## config.mk

```make
export PLATFORM = sky130hd
export DESIGN_NAME = ast_uart
export DESIGN_NICKNAME = d
export VERILOG_FILES = /design/src/rtl/ast_pkg.sv /design/src/rtl/ast_uart.sv
export SDC_FILE = /design/constraint.sdc
export NUM_CORES = 1
export LEC_CHECK = 0
export ABC_AREA = 1
export BUFFER_PORTS_ARGS = -buffer_cell sky130_fd_sc_hd__buf_2
export CORE_ASPECT_RATIO = 0.6
export CORE_UTILIZATION = 53
export DETAILED_ROUTE_END_ITERATION = 16
export GPL_TIMING_DRIVEN = 1
export PLACE_DENSITY = 0.78
export SYNTH_ARGS = -nofsm -noshare
export SYNTH_HDL_FRONTEND = slang
export SYNTH_SLANG_ARGS = --single-unit
```

## constraint.sdc

```tcl
create_clock -name core_clk -period 3.4 [get_ports core_clk]
set_input_delay 0.51 -clock core_clk [delete_from_list [all_inputs] [get_ports core_clk]]
set_output_delay 0.51 -clock core_clk [all_outputs]
set_load 0.05 [all_outputs]
```

## src/rtl/ast_pkg.sv

```systemverilog
// Package for the asynchronous serial transceiver: register map,
// field positions, reset values, baud timing and the state record.
// Assumes a 10 MHz core clock and an APB master with 32-bit data.
`default_nettype none
package ast_pkg;
   // Clocks and baud timing
   localparam int CORE_HZ = 10_000_000;
   localparam int RC_REF_HZ = 2_457_600;
   localparam int RC_TICK_DIV = CORE_HZ / RC_REF_HZ;
   localparam int RC_FAST_BAUD = 153_600;
   localparam int RC_TICKS_FAST = RC_REF_HZ / RC_FAST_BAUD;
   localparam int XTAL_HZ = 32_768;
   localparam int XTAL_FAST_BAUD = 2400;
   // Rounds up to 14: the source of the fixed -2.48 % rate error
   localparam int XTAL_DIV = (XTAL_HZ + XTAL_FAST_BAUD - 1) / XTAL_FAST_BAUD;
   localparam logic [2:0] XTAL_TOP_RATE = 3'h3;
   // Register byte offsets
   localparam logic [7:0] OFF_CMD = 8'h00;
   localparam logic [7:0] OFF_CTRL = 8'h04;
   localparam logic [7:0] OFF_TXD = 8'h08;
   localparam logic [7:0] OFF_TXS = 8'h0c;
   localparam logic [7:0] OFF_RXD = 8'h10;
   localparam logic [7:0] OFF_RXS = 8'h14;
   localparam logic [5:0] LAST_INDEX = 6'h05;
   // serial_command_reg fields
   localparam int CMD_XTAL = 7;
   localparam int CMD_RCSEL = 3;
   localparam int CMD_PM = 2;
   localparam int CMD_PE = 1;
   localparam int CMD_WL = 0;
   localparam logic [7:0] CMD_RST = 8'h01;
   localparam logic [7:0] CMD_MASK = 8'hbf;
   // serial_control_reg fields
   localparam int CTL_ECHO = 7;
   localparam int CTL_ENRX = 6;
   localparam int CTL_ENTX = 5;
   localparam int CTL_XRX = 4;
   localparam int CTL_XTX = 3;
   localparam int CTL_BR = 0;
   localparam logic [7:0] CTRL_RST = 8'h05;
   // Status fields
   localparam int TXS_FULL = 0;
   localparam int TXS_BUSY = 1;
   localparam int RXS_FULL = 0;
   localparam int RXS_BUSY = 1;
   localparam int RXS_OERR = 2;
   localparam int RXS_FERR = 3;
   localparam int RXS_PERR = 4;
   localparam int RXS_SERR = 5;

   typedef enum logic [1:0] {RX_IDLE, RX_START, RX_BITS, RX_STOP} ast_rx_state_t;

   typedef struct packed {
      logic [7:0] cmd;
      logic [7:0] ctrl;
      logic [7:0] tx_data;
      logic tx_full;
      logic tx_busy;
      logic [10:0] tx_shift;
      logic [3:0] tx_bits;
      logic [11:0] tx_cnt;
      logic tx_pin;
      logic irq_tx;
      ast_rx_state_t rx_state;
      logic [8:0] rx_shift;
      logic [3:0] rx_bits;
      logic [11:0] rx_cnt;
      logic [7:0] rx_data;
      logic rx_full;
      logic s_err;
      logic p_err;
      logic f_err;
      logic o_err;
      logic s_seen;
      logic irq_rx;
      logic [2:0] tick_div;
      logic xtal_last;
      logic [31:0] prdata;
      logic [1:0] rx_sync;
      logic [1:0] xtal_sync;
   } ast_state_t;

   localparam ast_state_t ST_RST = '{cmd: CMD_RST, ctrl: CTRL_RST, tx_pin: 1'b1,
      rx_state: RX_IDLE, rx_sync: 2'b11, default: '0};
endpackage
`default_nettype wire

```

## src/rtl/ast_uart.sv

```systemverilog
// Asynchronous serial transceiver with an APB register port.
// Assumes a 10 MHz core_clk; rx_pin and xtal_clk are asynchronous pins.
//
// What this block does
// - Crystal rate field 011/010/001/000 gives 2400/1200/600/300 baud.
// - Crystal baud rates run 2.48 percent slow from integer division.
// - Separate receive and transmit enables switch each direction.
// - Word length is seven or eight data bits.
// - Parity appended on transmit and checked on receive when enabled.
// - Parity mode 1 odd, 0 even; enable 1 adds parity; length 1 eight.
// - Invert bits flip the incoming and outgoing line.
// - Echo drives transmit pin with receive pin XOR both invert bits.
// - Writing transmit data sets the transmit-full flag.
// - After previous word ends, data loads into shifter, full flag clears.
// - Transmit interrupt pulses when the full flag falls.
// - Transmit-busy stays high while a word shifts out.
// - Data bits go out least significant bit first.
// - Start bit detection sets receive-busy.
// - At stop bit, data moves to register, full set, interrupt raised.
// - Reading data clears full; new word before read sets overrun.
// - Overrun holds until software writes the receive status register.
// - Start error flag is updated at each transfer to receive data.
// - Parity error flag is updated at each transfer to receive data.
// - Frame error flag set when stop bit is not high.
`default_nettype none
module ast_uart (
   input wire logic core_clk,
   input wire logic rst,
   input wire logic psel,
   input wire logic penable,
   input wire logic pwrite,
   input wire logic [7:0] paddr,
   input wire logic [31:0] pwdata,
   output logic [31:0] prdata,
   output logic pready,
   output logic pslverr,
   input wire logic rx_pin,
   input wire logic xtal_clk,
   output logic tx_pin,
   output logic irq_tx,
   output logic irq_rx
);
   ast_pkg::ast_state_t s;
   ast_pkg::ast_state_t next_s;

   logic mapped;
   logic wr;
   logic rd;
   logic wr_txd;
   logic wr_rxs;
   logic rd_rxd;
   logic tick;
   logic [11:0] bit_len;
   logic line;
   logic [2:0] br;

   assign br = s.ctrl[ast_pkg::CTL_BR +: 3];
   assign mapped = (paddr[1:0] == 2'b00) && (paddr[7:2] <= ast_pkg::LAST_INDEX);
   assign wr = psel && penable && pwrite && mapped;
   assign rd = psel && penable && !pwrite && mapped;
   assign wr_txd = wr && (paddr == ast_pkg::OFF_TXD);
   assign wr_rxs = wr && (paddr == ast_pkg::OFF_RXS);
   assign rd_rxd = rd && (paddr == ast_pkg::OFF_RXD);
   assign line = s.rx_sync[1] ^ s.ctrl[ast_pkg::CTL_XRX];

   // Baud tick source and ticks per bit
   always_comb begin
      if (s.cmd[ast_pkg::CMD_XTAL]) begin
         tick = s.xtal_sync[1] && !s.xtal_last;
         if (br > ast_pkg::XTAL_TOP_RATE) begin
            bit_len = 12'(ast_pkg::XTAL_DIV);
         end else begin
            bit_len = 12'(ast_pkg::XTAL_DIV) << (ast_pkg::XTAL_TOP_RATE - br);
         end
      end else begin
         tick = (s.tick_div == 3'(ast_pkg::RC_TICK_DIV - 1));
         bit_len = 12'(ast_pkg::RC_TICKS_FAST) << (3'h7 - br);
      end
   end

   always_comb begin
      logic wl;
      logic pe;
      logic pm;
      logic [7:0] d8;
      logic [10:0] frame;
      logic [8:0] al;
      logic [7:0] rdat;
      logic rpar;
      logic [3:0] nb;
      wl = s.cmd[ast_pkg::CMD_WL];
      pe = s.cmd[ast_pkg::CMD_PE];
      pm = s.cmd[ast_pkg::CMD_PM];
      d8 = wl ? s.tx_data : {1'b0, s.tx_data[6:0]};
      frame = '1;
      al = '0;
      rdat = '0;
      rpar = 1'b0;
      nb = {3'b000, pe} + (wl ? 4'h8 : 4'h7);
      next_s = s;
      next_s.irq_tx = 1'b0;
      next_s.irq_rx = 1'b0;
      next_s.rx_sync = {s.rx_sync[0], rx_pin};
      next_s.xtal_sync = {s.xtal_sync[0], xtal_clk};
      next_s.xtal_last = s.xtal_sync[1];
      next_s.tick_div = tick ? 3'h0 : s.tick_div + 3'h1;

      // Register writes
      if (wr) begin
         unique case (paddr)
            ast_pkg::OFF_CMD: next_s.cmd = pwdata[7:0] & ast_pkg::CMD_MASK;
            ast_pkg::OFF_CTRL: next_s.ctrl = pwdata[7:0];
            ast_pkg::OFF_TXD: next_s.tx_data = pwdata[7:0];
            default: ;
         endcase
      end

      // Transmitter
      if (!s.ctrl[ast_pkg::CTL_ENTX]) begin
         next_s.tx_busy = 1'b0;
      end else if (s.tx_busy) begin
         if (tick) begin
            next_s.tx_cnt = s.tx_cnt + 12'h1;
            if (s.tx_cnt == bit_len - 12'h1) begin
               next_s.tx_cnt = '0;
               if (s.tx_bits == 4'h0) begin
                  next_s.tx_busy = 1'b0;
               end else begin
                  next_s.tx_shift = {1'b1, s.tx_shift[10:1]};
                  next_s.tx_bits = s.tx_bits - 4'h1;
               end
            end
         end
      end else if (s.tx_full) begin
         // Frame: start low, data LSB first, parity, stop high
         if (pe) begin
            if (wl) begin
               frame = {1'b1, ^d8 ^ pm, d8, 1'b0};
            end else begin
               frame = {2'b11, ^d8 ^ pm, d8[6:0], 1'b0};
            end
         end else if (wl) begin
            frame = {2'b11, d8, 1'b0};
         end else begin
            frame = {3'b111, d8[6:0], 1'b0};
         end
         next_s.tx_shift = frame;
         next_s.tx_bits = nb + 4'h1;
         next_s.tx_cnt = '0;
         next_s.tx_busy = 1'b1;
         next_s.tx_full = 1'b0;
         next_s.irq_tx = 1'b1;
      end
      if (wr_txd) begin
         next_s.tx_full = 1'b1;
      end

      // Transmit pin, registered
      if (s.ctrl[ast_pkg::CTL_ECHO]) begin
         next_s.tx_pin = s.rx_sync[1] ^ s.ctrl[ast_pkg::CTL_XRX] ^ s.ctrl[ast_pkg::CTL_XTX];
      end else begin
         next_s.tx_pin = (next_s.tx_busy ? next_s.tx_shift[0] : 1'b1)
            ^ s.ctrl[ast_pkg::CTL_XTX];
      end

      // Receiver
      if (rd_rxd) begin
         next_s.rx_full = 1'b0;
      end
      if (wr_rxs) begin
         next_s.o_err = 1'b0;
      end
      if (!s.ctrl[ast_pkg::CTL_ENRX]) begin
         next_s.rx_state = ast_pkg::RX_IDLE;
      end else begin
         unique case (s.rx_state)
            ast_pkg::RX_IDLE: begin
               if (!line) begin
                  next_s.rx_state = ast_pkg::RX_START;
                  next_s.rx_cnt = '0;
               end
            end
            ast_pkg::RX_START: begin
               if (tick) begin
                  next_s.rx_cnt = s.rx_cnt + 12'h1;
                  if (s.rx_cnt == (bit_len >> 1) - 12'h1) begin
                     next_s.s_seen = line;
                     next_s.rx_cnt = '0;
                     next_s.rx_bits = nb - 4'h1;
                     next_s.rx_state = ast_pkg::RX_BITS;
                  end
               end
            end
            ast_pkg::RX_BITS: begin
               if (tick) begin
                  next_s.rx_cnt = s.rx_cnt + 12'h1;
                  if (s.rx_cnt == bit_len - 12'h1) begin
                     next_s.rx_cnt = '0;
                     next_s.rx_shift = {line, s.rx_shift[8:1]};
                     next_s.rx_bits = s.rx_bits - 4'h1;
                     if (s.rx_bits == 4'h0) begin
                        next_s.rx_state = ast_pkg::RX_STOP;
                     end
                  end
               end
            end
            ast_pkg::RX_STOP: begin
               if (tick) begin
                  next_s.rx_cnt = s.rx_cnt + 12'h1;
                  if (s.rx_cnt == bit_len - 12'h1) begin
                     al = s.rx_shift >> (4'h9 - nb);
                     rdat = wl ? al[7:0] : {1'b0, al[6:0]};
                     rpar = wl ? al[8] : al[7];
                     next_s.rx_state = ast_pkg::RX_IDLE;
                     next_s.rx_data = rdat;
                     next_s.rx_full = 1'b1;
                     next_s.irq_rx = 1'b1;
                     next_s.o_err = next_s.o_err || (s.rx_full && !rd_rxd);
                     next_s.s_err = s.s_seen;
                     next_s.p_err = pe && (rpar != (^rdat ^ pm));
                     next_s.f_err = !line;
                  end
               end
            end
         endcase
      end

      // Read data captured in the setup cycle
      if (psel && !penable) begin
         next_s.prdata = '0;
         unique case (paddr)
            ast_pkg::OFF_CMD: next_s.prdata[7:0] = s.cmd;
            ast_pkg::OFF_CTRL: next_s.prdata[7:0] = s.ctrl;
            ast_pkg::OFF_TXD: next_s.prdata[7:0] = s.tx_data;
            ast_pkg::OFF_TXS: begin
               next_s.prdata[ast_pkg::TXS_FULL] = s.tx_full;
               next_s.prdata[ast_pkg::TXS_BUSY] = s.tx_busy;
            end
            ast_pkg::OFF_RXD: next_s.prdata[7:0] = s.rx_data;
            ast_pkg::OFF_RXS: begin
               next_s.prdata[ast_pkg::RXS_FULL] = s.rx_full;
               next_s.prdata[ast_pkg::RXS_BUSY] = (s.rx_state != ast_pkg::RX_IDLE);
               next_s.prdata[ast_pkg::RXS_OERR] = s.o_err;
               next_s.prdata[ast_pkg::RXS_FERR] = s.f_err;
               next_s.prdata[ast_pkg::RXS_PERR] = s.p_err;
               next_s.prdata[ast_pkg::RXS_SERR] = s.s_err;
            end
            default: ;
         endcase
      end
   end

   always_ff @(posedge core_clk or posedge rst) begin
      if (rst) begin
         s <= ast_pkg::ST_RST;
      end else begin
         s <= next_s;
      end
   end

   assign prdata = s.prdata;
   assign pready = 1'b1;
   assign pslverr = psel && penable && !mapped;
   assign tx_pin = s.tx_pin;
   assign irq_tx = s.irq_tx;
   assign irq_rx = s.irq_rx;

   // Checks
   property p_txfull_set;
      @(posedge core_clk) disable iff (rst)
      wr_txd |=> s.tx_full;
   endproperty
   a_txfull_set: assert property (p_txfull_set) else $error("tx full not set by write");

   property p_tx_fall_irq;
      @(posedge core_clk) disable iff (rst)
      $fell(s.tx_full) |-> s.irq_tx && s.tx_busy && s.tx_cnt == 12'h0;
   endproperty
   a_tx_fall_irq: assert property (p_tx_fall_irq) else $error("tx load without irq");

   property p_tx_load;
      @(posedge core_clk) disable iff (rst)
      s.irq_tx |-> $past(s.tx_full) && !$past(s.tx_busy) && s.tx_shift[0] == 1'b0;
   endproperty
   a_tx_load: assert property (p_tx_load) else $error("tx load out of order");

   property p_tx_busy_hold;
      @(posedge core_clk) disable iff (rst)
      s.tx_busy && s.ctrl[ast_pkg::CTL_ENTX] && !tick |=> s.tx_busy;
   endproperty
   a_tx_busy_hold: assert property (p_tx_busy_hold) else $error("tx busy dropped");

   property p_rx_busy_start;
      @(posedge core_clk) disable iff (rst)
      s.rx_state == ast_pkg::RX_IDLE && s.ctrl[ast_pkg::CTL_ENRX] && !line
         |=> s.rx_state == ast_pkg::RX_START;
   endproperty
   a_rx_busy_start: assert property (p_rx_busy_start) else $error("start not seen");

   property p_rx_xfer;
      @(posedge core_clk) disable iff (rst)
      s.irq_rx |-> s.rx_full && s.rx_state == ast_pkg::RX_IDLE
         && $past(s.rx_state) == ast_pkg::RX_STOP;
   endproperty
   a_rx_xfer: assert property (p_rx_xfer) else $error("rx transfer mismatch");

   property p_overrun;
      @(posedge core_clk) disable iff (rst)
      s.irq_rx && $past(s.rx_full) && !$past(rd_rxd) |-> s.o_err;
   endproperty
   a_overrun: assert property (p_overrun) else $error("overrun missed");

   property p_oerr_hold;
      @(posedge core_clk) disable iff (rst)
      s.o_err && !wr_rxs |=> s.o_err;
   endproperty
   a_oerr_hold: assert property (p_oerr_hold) else $error("overrun lost");

   property p_rd_clear;
      @(posedge core_clk) disable iff (rst)
      rd_rxd |=> !s.rx_full || s.irq_rx;
   endproperty
   a_rd_clear: assert property (p_rd_clear) else $error("read did not clear full");

   property p_echo;
      @(posedge core_clk) disable iff (rst)
      $past(s.ctrl[ast_pkg::CTL_ECHO]) |-> s.tx_pin == ($past(s.rx_sync[1])
         ^ $past(s.ctrl[ast_pkg::CTL_XRX]) ^ $past(s.ctrl[ast_pkg::CTL_XTX]));
   endproperty
   a_echo: assert property (p_echo) else $error("echo path wrong");

   property p_tx_lsb_first;
      @(posedge core_clk) disable iff (rst)
      s.ctrl[ast_pkg::CTL_ENTX] && s.tx_busy && tick && s.tx_cnt == bit_len - 12'h1
         && s.tx_bits != 4'h0 |=> s.tx_shift[0] == $past(s.tx_shift[1]);
   endproperty
   a_tx_lsb_first: assert property (p_tx_lsb_first) else $error("tx order wrong");

   property p_tx_idle_pin;
      @(posedge core_clk) disable iff (rst)
      !$past(s.ctrl[ast_pkg::CTL_ECHO]) && !s.tx_busy
         |-> s.tx_pin == !$past(s.ctrl[ast_pkg::CTL_XTX]);
   endproperty
   a_tx_idle_pin: assert property (p_tx_idle_pin) else $error("tx idle level wrong");

   property p_tx_start_pin;
      @(posedge core_clk) disable iff (rst)
      s.irq_tx && !$past(s.ctrl[ast_pkg::CTL_ECHO])
         |-> s.tx_pin == $past(s.ctrl[ast_pkg::CTL_XTX]);
   endproperty
   a_tx_start_pin: assert property (p_tx_start_pin) else $error("no start bit");

   property p_tx_off;
      @(posedge core_clk) disable iff (rst)
      !s.ctrl[ast_pkg::CTL_ENTX] |=> !s.tx_busy;
   endproperty
   a_tx_off: assert property (p_tx_off) else $error("tx runs while disabled");

   property p_rx_off;
      @(posedge core_clk) disable iff (rst)
      !s.ctrl[ast_pkg::CTL_ENRX] |=> s.rx_state == ast_pkg::RX_IDLE;
   endproperty
   a_rx_off: assert property (p_rx_off) else $error("rx runs while disabled");

   property p_err_hold;
      @(posedge core_clk) disable iff (rst)
      !s.irq_rx |-> $stable(s.s_err) && $stable(s.p_err) && $stable(s.f_err);
   endproperty
   a_err_hold: assert property (p_err_hold) else $error("error flag moved");

   property p_frame_err;
      @(posedge core_clk) disable iff (rst)
      s.irq_rx |-> s.f_err == !$past(line);
   endproperty
   a_frame_err: assert property (p_frame_err) else $error("frame error wrong");

   property p_start_err;
      @(posedge core_clk) disable iff (rst)
      s.irq_rx |-> s.s_err == $past(s.s_seen);
   endproperty
   a_start_err: assert property (p_start_err) else $error("start error wrong");
endmodule
`default_nettype wire

```

### Yosys cells after proc, flatten, opt, wreduce, memory -nomap -nowiden

Index checks and enable logic that the tools add are counted.

* memories kept: 0
* memory bits (read-only): 0
* input bits: 47
* bits in latches: 0
* logic and storage cells: 183
* bits in registers: 112
* memory bits (writable): 0

* mux-type cells: 57
* eq/ne operators: 31
* div/mod/pow operators: 0
* add/subtract/negate cells: 13
* magnitude comparators: 2
* bitwise logic cells: 5
* multipliers: 0
* shifts and indexed selects: 3
* reduce and logical (&&, ||, !) cells: 44

Operators with widths (count)
* $mux W28: 4
* $mux W27: 2
* $pmux W12 S4: 1
* $eq A12 B12 Y1: 3
* $mux W12: 3
* $mux W16: 2
* $mux W25: 1
* $add A12 B1 Y12 const B: 2
* $ne A3 B3 Y1 const B: 8
* $mux W1: 20
* $pmux W4 S5: 1
* $mux W17: 1
* $eq A8 B4 Y1 const B: 2
* $eq A8 B5 Y1 const B: 2
* $mux W8: 2
* $pmux W2 S4: 2
* $reduce_xor A8 Y1: 2
* $mux W15: 1
* $logic_and A1 B1 Y1: 14
* $mux W2: 7
* $ne A2 B2 Y1 const B: 7
* $mux W13: 1
* $pmux W2 S6: 1
* $reduce_and A4 Y1: 3
* 40 further kinds: 63

### Longest topological paths before layout

* depth after elaboration: 13
* mapped depth: 20
* mapped depth without buffers: 20

### Worst setup path before layout

OpenSTA, ideal clock, no wires.

* kind: reg2reg
* start point: register s, in the netlist br[0]
* end point: register s[48] (netlist bit)
* stages on the path, launching flop included: 18
* slack: 751 ps
* library setup time: 117 ps
* buffers on the path: 1
* required time: 3283 ps
* data arrival time: 2532 ps
* cell sequence: dfstp_2 > nand2_2 > nand2_1 > nand2_2 > ha_1 > inv_1 > nand3_1 > xor2_1 > nand2_1 > nor2_1 > nand2_1 > nor2_1 > nand3_2 > nor2_4 > nand4_4 > buf_6 > nand2_1 > nand2_1

* word-level cells in the longest chain between the ends: 7

Ends and longest elaborated chain
* from (decl): RTL line ast_uart.sv:43 `ast_pkg::ast_state_t s;`
* from (signal assigned): RTL line ast_uart.sv:255 `s <= ast_pkg::ST_RST;`
* from (signal assigned): RTL line ast_uart.sv:257 `s <= next_s;`
* $sub A2 B3 Y3: RTL line ast_uart.sv:73 `bit_len = 12'(ast_pkg::XTAL_DIV) << (ast_pkg::XTAL_TOP_RATE - br);`
* $shl A4 B3 Y12: RTL line ast_uart.sv:73
* $mux W12: RTL line ast_uart.sv:70 `if (br > ast_pkg::XTAL_TOP_RATE) begin`
* $mux W12 (*): RTL line ast_uart.sv:68 `if (s.cmd[ast_pkg::CMD_XTAL]) begin`
* $sub A12 B1 Y12 (*): RTL line ast_uart.sv:210 `if (s.rx_cnt == bit_len - 12'h1) begin`
* $eq A12 B12 Y1 (*): RTL line ast_uart.sv:210
* $reduce_and A4 Y1 (no source line) (*)

Every way passes the cells marked *; elsewhere a longest branch is shown, timed or not.
A chain may end at the register's enable or synchronous reset.

### Final worst setup path

* start point: register s, in the netlist br[0]
* end point: register s[50] (netlist bit)

Same word-level chain as after synthesis.

==> out/results.ini <==
[floorplan]
pin_count = 84
core-area_sq_mm = 0.0129
fp.dieW_microns = 151
rows = 32
dieArea_sq_mm = 0.0137
die_h_microns = 91.1
start_util_pct = 54.4

[cts]
cts_buffers = 9
ctsResizeCount = 0
cts_root_buf = clkbuf_16
clk_path_buf_depth = 2
clock-sinks = 112
insertion_delay_ps = 350
tritoncts = yes
htree_levels = 3
path_clk_slew_ps = 80

[pwr]
total_leakage_power_uw = 0.00361
worst_ir_drop_vdd_v = 0.000331
power.density_mw_per_mm2 = 448

[min_path]
holdPathStages = 1
min_to = next_s[3]$_DFF_PP1_
hp-class = input pin to flip-flop
min-delay-start = rx_pin

[critical_path]
crit_path_end_kind = flip-flop
critPathLaunchType = flip-flop
reg2regPathDepth = 17
crit_type = flip-flop to flip-flop
cp_cell_sequence = nand2_2, nand2_1, nand2_2, ha_1, inv_1, nand3_1, xor2_1, nand2_1, nor2_1, nand2_1, nor2_1, nand3_2, nor2_4, nand4_4, buf_4, nand2_1, o21ai_2
path_max_fanout = 14
r2r_start = br[0]$_DFFE_PP1P_
arrival_ps = 3410
r2r-end = s[50]$_DFFE_PP0P_
rrSetupSlack_ps = 220
cpMaxStageDelayCell = dfstp_2
crit_required_ps = 3640
slowest_delay_ps = 630
path_common_cell = nand2_1

[timing]
maxSlewViolCount = 0
finalCriticalPeriod_ps = 3180
rsz0062_at_grt = true
hold_viol_final = 0
tightest_slew_ps = 852
finClkSkew_ps = 6.41
setup_viol = 0
fin_crit_sh_pct = 93.5
max_clock_freq_mhz = 315
maxSlewHeadroom_pct = 43.0

[flow_run]
maxCapViolations = 0

[placed_design]
dp_cells = 1124
place_hpwl_microns = 13100
gp_congestion = 0.938
port_buffers = 34
placed_cell_area_sq_mm = 0.00724

[layout]
insertedDiodeCount = 0
area_growth_pct = 8.10
design_area_sq_mm = 0.00758
fin_cells = 1145
nets = 1031
layout-drive-gt1-share_pct = 11.3
fin_util_pct = 58.8
fill_cells = 1175

[route]
initialDrtViolationCount = 673
vias_per_cell = 5.35
via_count = 6123
drt.antenna.violating_nets = 0
postRouteWirelength_microns = 17100
drc_errors = 0
avgRoutedWirePerCell_microns = 15.0
firstDrtPassIters = 5

[global_route]
first_global_vias = 5504
antenna_found_initial = 0
grtUsageTotal_pct = 26.4
overflow = 0
grt_max_degree = 46
grt_pass1_wl_microns = 28000

[synth]
ys.flop_type = dfrtp_1
yosys_warnings = 0
synth_cell_types = 48
netlist_area_sq_mm = 0.00701
synth_edf_count = 0
ys_ff_latch = 112
postSynthCellCount = 937
ys_seq_area_share_pct = 40.1
async_flop_share_pct = 100
avgSynthCellArea_sq_um = 7.48

[outcome]
outcome = finished, final reports clean

[report_power, final]
group	internal (uW)	total, uW	switching (uW)
Sequential	1470	1590	113
Clock	537	1070	529
Combinational	237	743	506
Total	2250	3400	1150
[how the worst max path moves through the flow]
stage	start	endpoint	slack [ps]	cells after the start
after global placement	br[0]$_DFFE_PP1P_	s[51]$_DFFE_PP0P_	290	17
after detailed placement	br[0]$_DFFE_PP1P_	s[43]$_DFFE_PP0P_	280	17
after global routing	br[0]$_DFFE_PP1P_	s[74]$_DFFE_PP0P_	-20	16
final	br[0]$_DFFE_PP1P_	s[50]$_DFFE_PP0P_	220	17
after floorplan	br[0]$_DFFE_PP1P_	s[48]$_DFFE_PP0P_	750	17
after CTS	br[0]$_DFFE_PP1P_	s[43]$_DFFE_PP0P_	250	17
[layer usage]
metal	vias up	GRT usage (%)	wire [microns]
li1	3025	-	-
met1	2845	44.2	8940
met2	241	32.5	6340
met3	12	8.04	1790
met4	0	3.20	68
met5	-	0	0
[cells in the mapped netlist (2+ instances only)]
master	n	area, sq um
nor2_1	100	375
o21ai_1	10	50.1
buf_6	3	33.8
buf_2	6	30.0
nor2_2	3	18.8
clkinv_1	3	11.3
o21ai_2	2	17.5
nand4_1	12	75.1
a211oi_1	2	15.0
dfstp_2	6	158
nor4_1	4	25.0
mux2_2	6	67.6
a21oi_1	13	65.1
clkbuf_1	8	30.0
o21ai_0	70	350
nand3b_1	2	15.0
inv_2	2	7.51
nand2_2	11	68.8
a221oi_1	6	52.6
xor2_2	2	32.5
or2_2	2	12.5
inv_1	101	379
o22ai_1	13	81.3
xor2_1	37	324
xnor2_1	9	78.8
nand3_1	53	265
nor3_1	8	40.0
o32ai_1	2	17.5
buf_4	35	263
a31oi_1	10	62.6
conb_1	2	7.51
nand2_1	255	957
o21a_1	4	30.0
nand3_2	3	30.0
dfrtp_1	106	2650
ha_1	14	175
[cells in the final DEF (no fill, tap or decap), types with 2 or more instances in the layout]
| master | n |
|---|---|
| buf_12 | 2 |
| nand2_2 | 11 |
| ha_1 | 14 |
| a31oi_1 | 10 |
| clkinv_1 | 3 |
| nor2_1 | 100 |
| buf_2 | 34 |
| o21ai_2 | 2 |
| o21ai_0 | 70 |
| nand3b_1 | 2 |
| nand3_1 | 53 |
| clkbuf_16 | 9 |
| buf_4 | 15 |
| o22ai_1 | 13 |
| nor2_2 | 3 |
| nand2_1 | 255 |
| dfstp_2 | 6 |
| nand4_1 | 12 |
| nor4_1 | 4 |
| nor3_1 | 8 |
| inv_1 | 100 |
| conb_1 | 25 |
| mux2_2 | 6 |
| inv_6 | 4 |
| o21a_1 | 4 |
| a211oi_1 | 2 |
| xor2_2 | 2 |
| o21ai_1 | 10 |
| dfrtp_1 | 106 |
| or2_2 | 2 |
| a21oi_1 | 13 |
| xnor2_1 | 9 |
| inv_2 | 2 |
| xor2_1 | 37 |
| a221oi_1 | 6 |
| nand3_2 | 3 |
| o32ai_1 | 2 |
[cell type report]
cell class | count | area [sq um] | area share, %
timing repair buffer | 51 | 323 | 4.26
sequential | 112 | 2810 | 37.1
clock inverter | 6 | 60.1 | 0.792
inverter | 107 | 407 | 5.36
clock buffer | 10 | 239 | 3.15
multi-input combinational | 689 | 3530 | 46.6
tap | 170 | 213 | 2.81
[state kept, by name (all words and copies together) (netlist names)]
register  flops
br            3
irq_rx        1
irq_tx        1
next_s        3
prdata        8
s            95
tx_pin        1
[metrics by stage]
step	worst slack (ps)	setup TNS (ps)	hold slack [ps]	power [uW]
final	222	0	257	3400
after CTS	252	0	255	3400
after floorplan	751	0	331	2210
after global placement	295	0	332	2320
after detailed placement	278	0	336	2340
after global routing	-19.5	-66.5	245	3580
[what timing repair did]
item | in CTS | in global routing
hold buffers | 0 | 0
buffers inserted | 0 | 5
hold endpoints to repair | 0 | 0
endpoints found under the setup margin | 0 | 13
[kinds of logic (layout without fill, tap and decap cells)]
kind of cell | after synthesis | in the layout | share of synthesized area, %
compound gates | 139 | 139 | 11.5
xor+xnor | 49 | 49 | 6.53
fa+ha+maj | 14 | 14 | 2.50
buf+inv | 159 | 174 | 10.8
flops | 112 | 112 | 40.1
mux | 6 | 6 | 0.963
other cells | 2 | 25 | 0.107
simple gates | 456 | 456 | 27.5
[critical path: cells and delay by family (launching register included)]
family	cells	cell delay, ps
AO/OA/AOI/OAI	1	50
XOR/XNOR	1	240
adder cells (fa/ha/maj)	1	280
buffers and inverters	2	380
flip-flops	1	630
AND/OR/NAND/NOR	12	1490
Note: power is estimated with default switching activity, not from simulation.
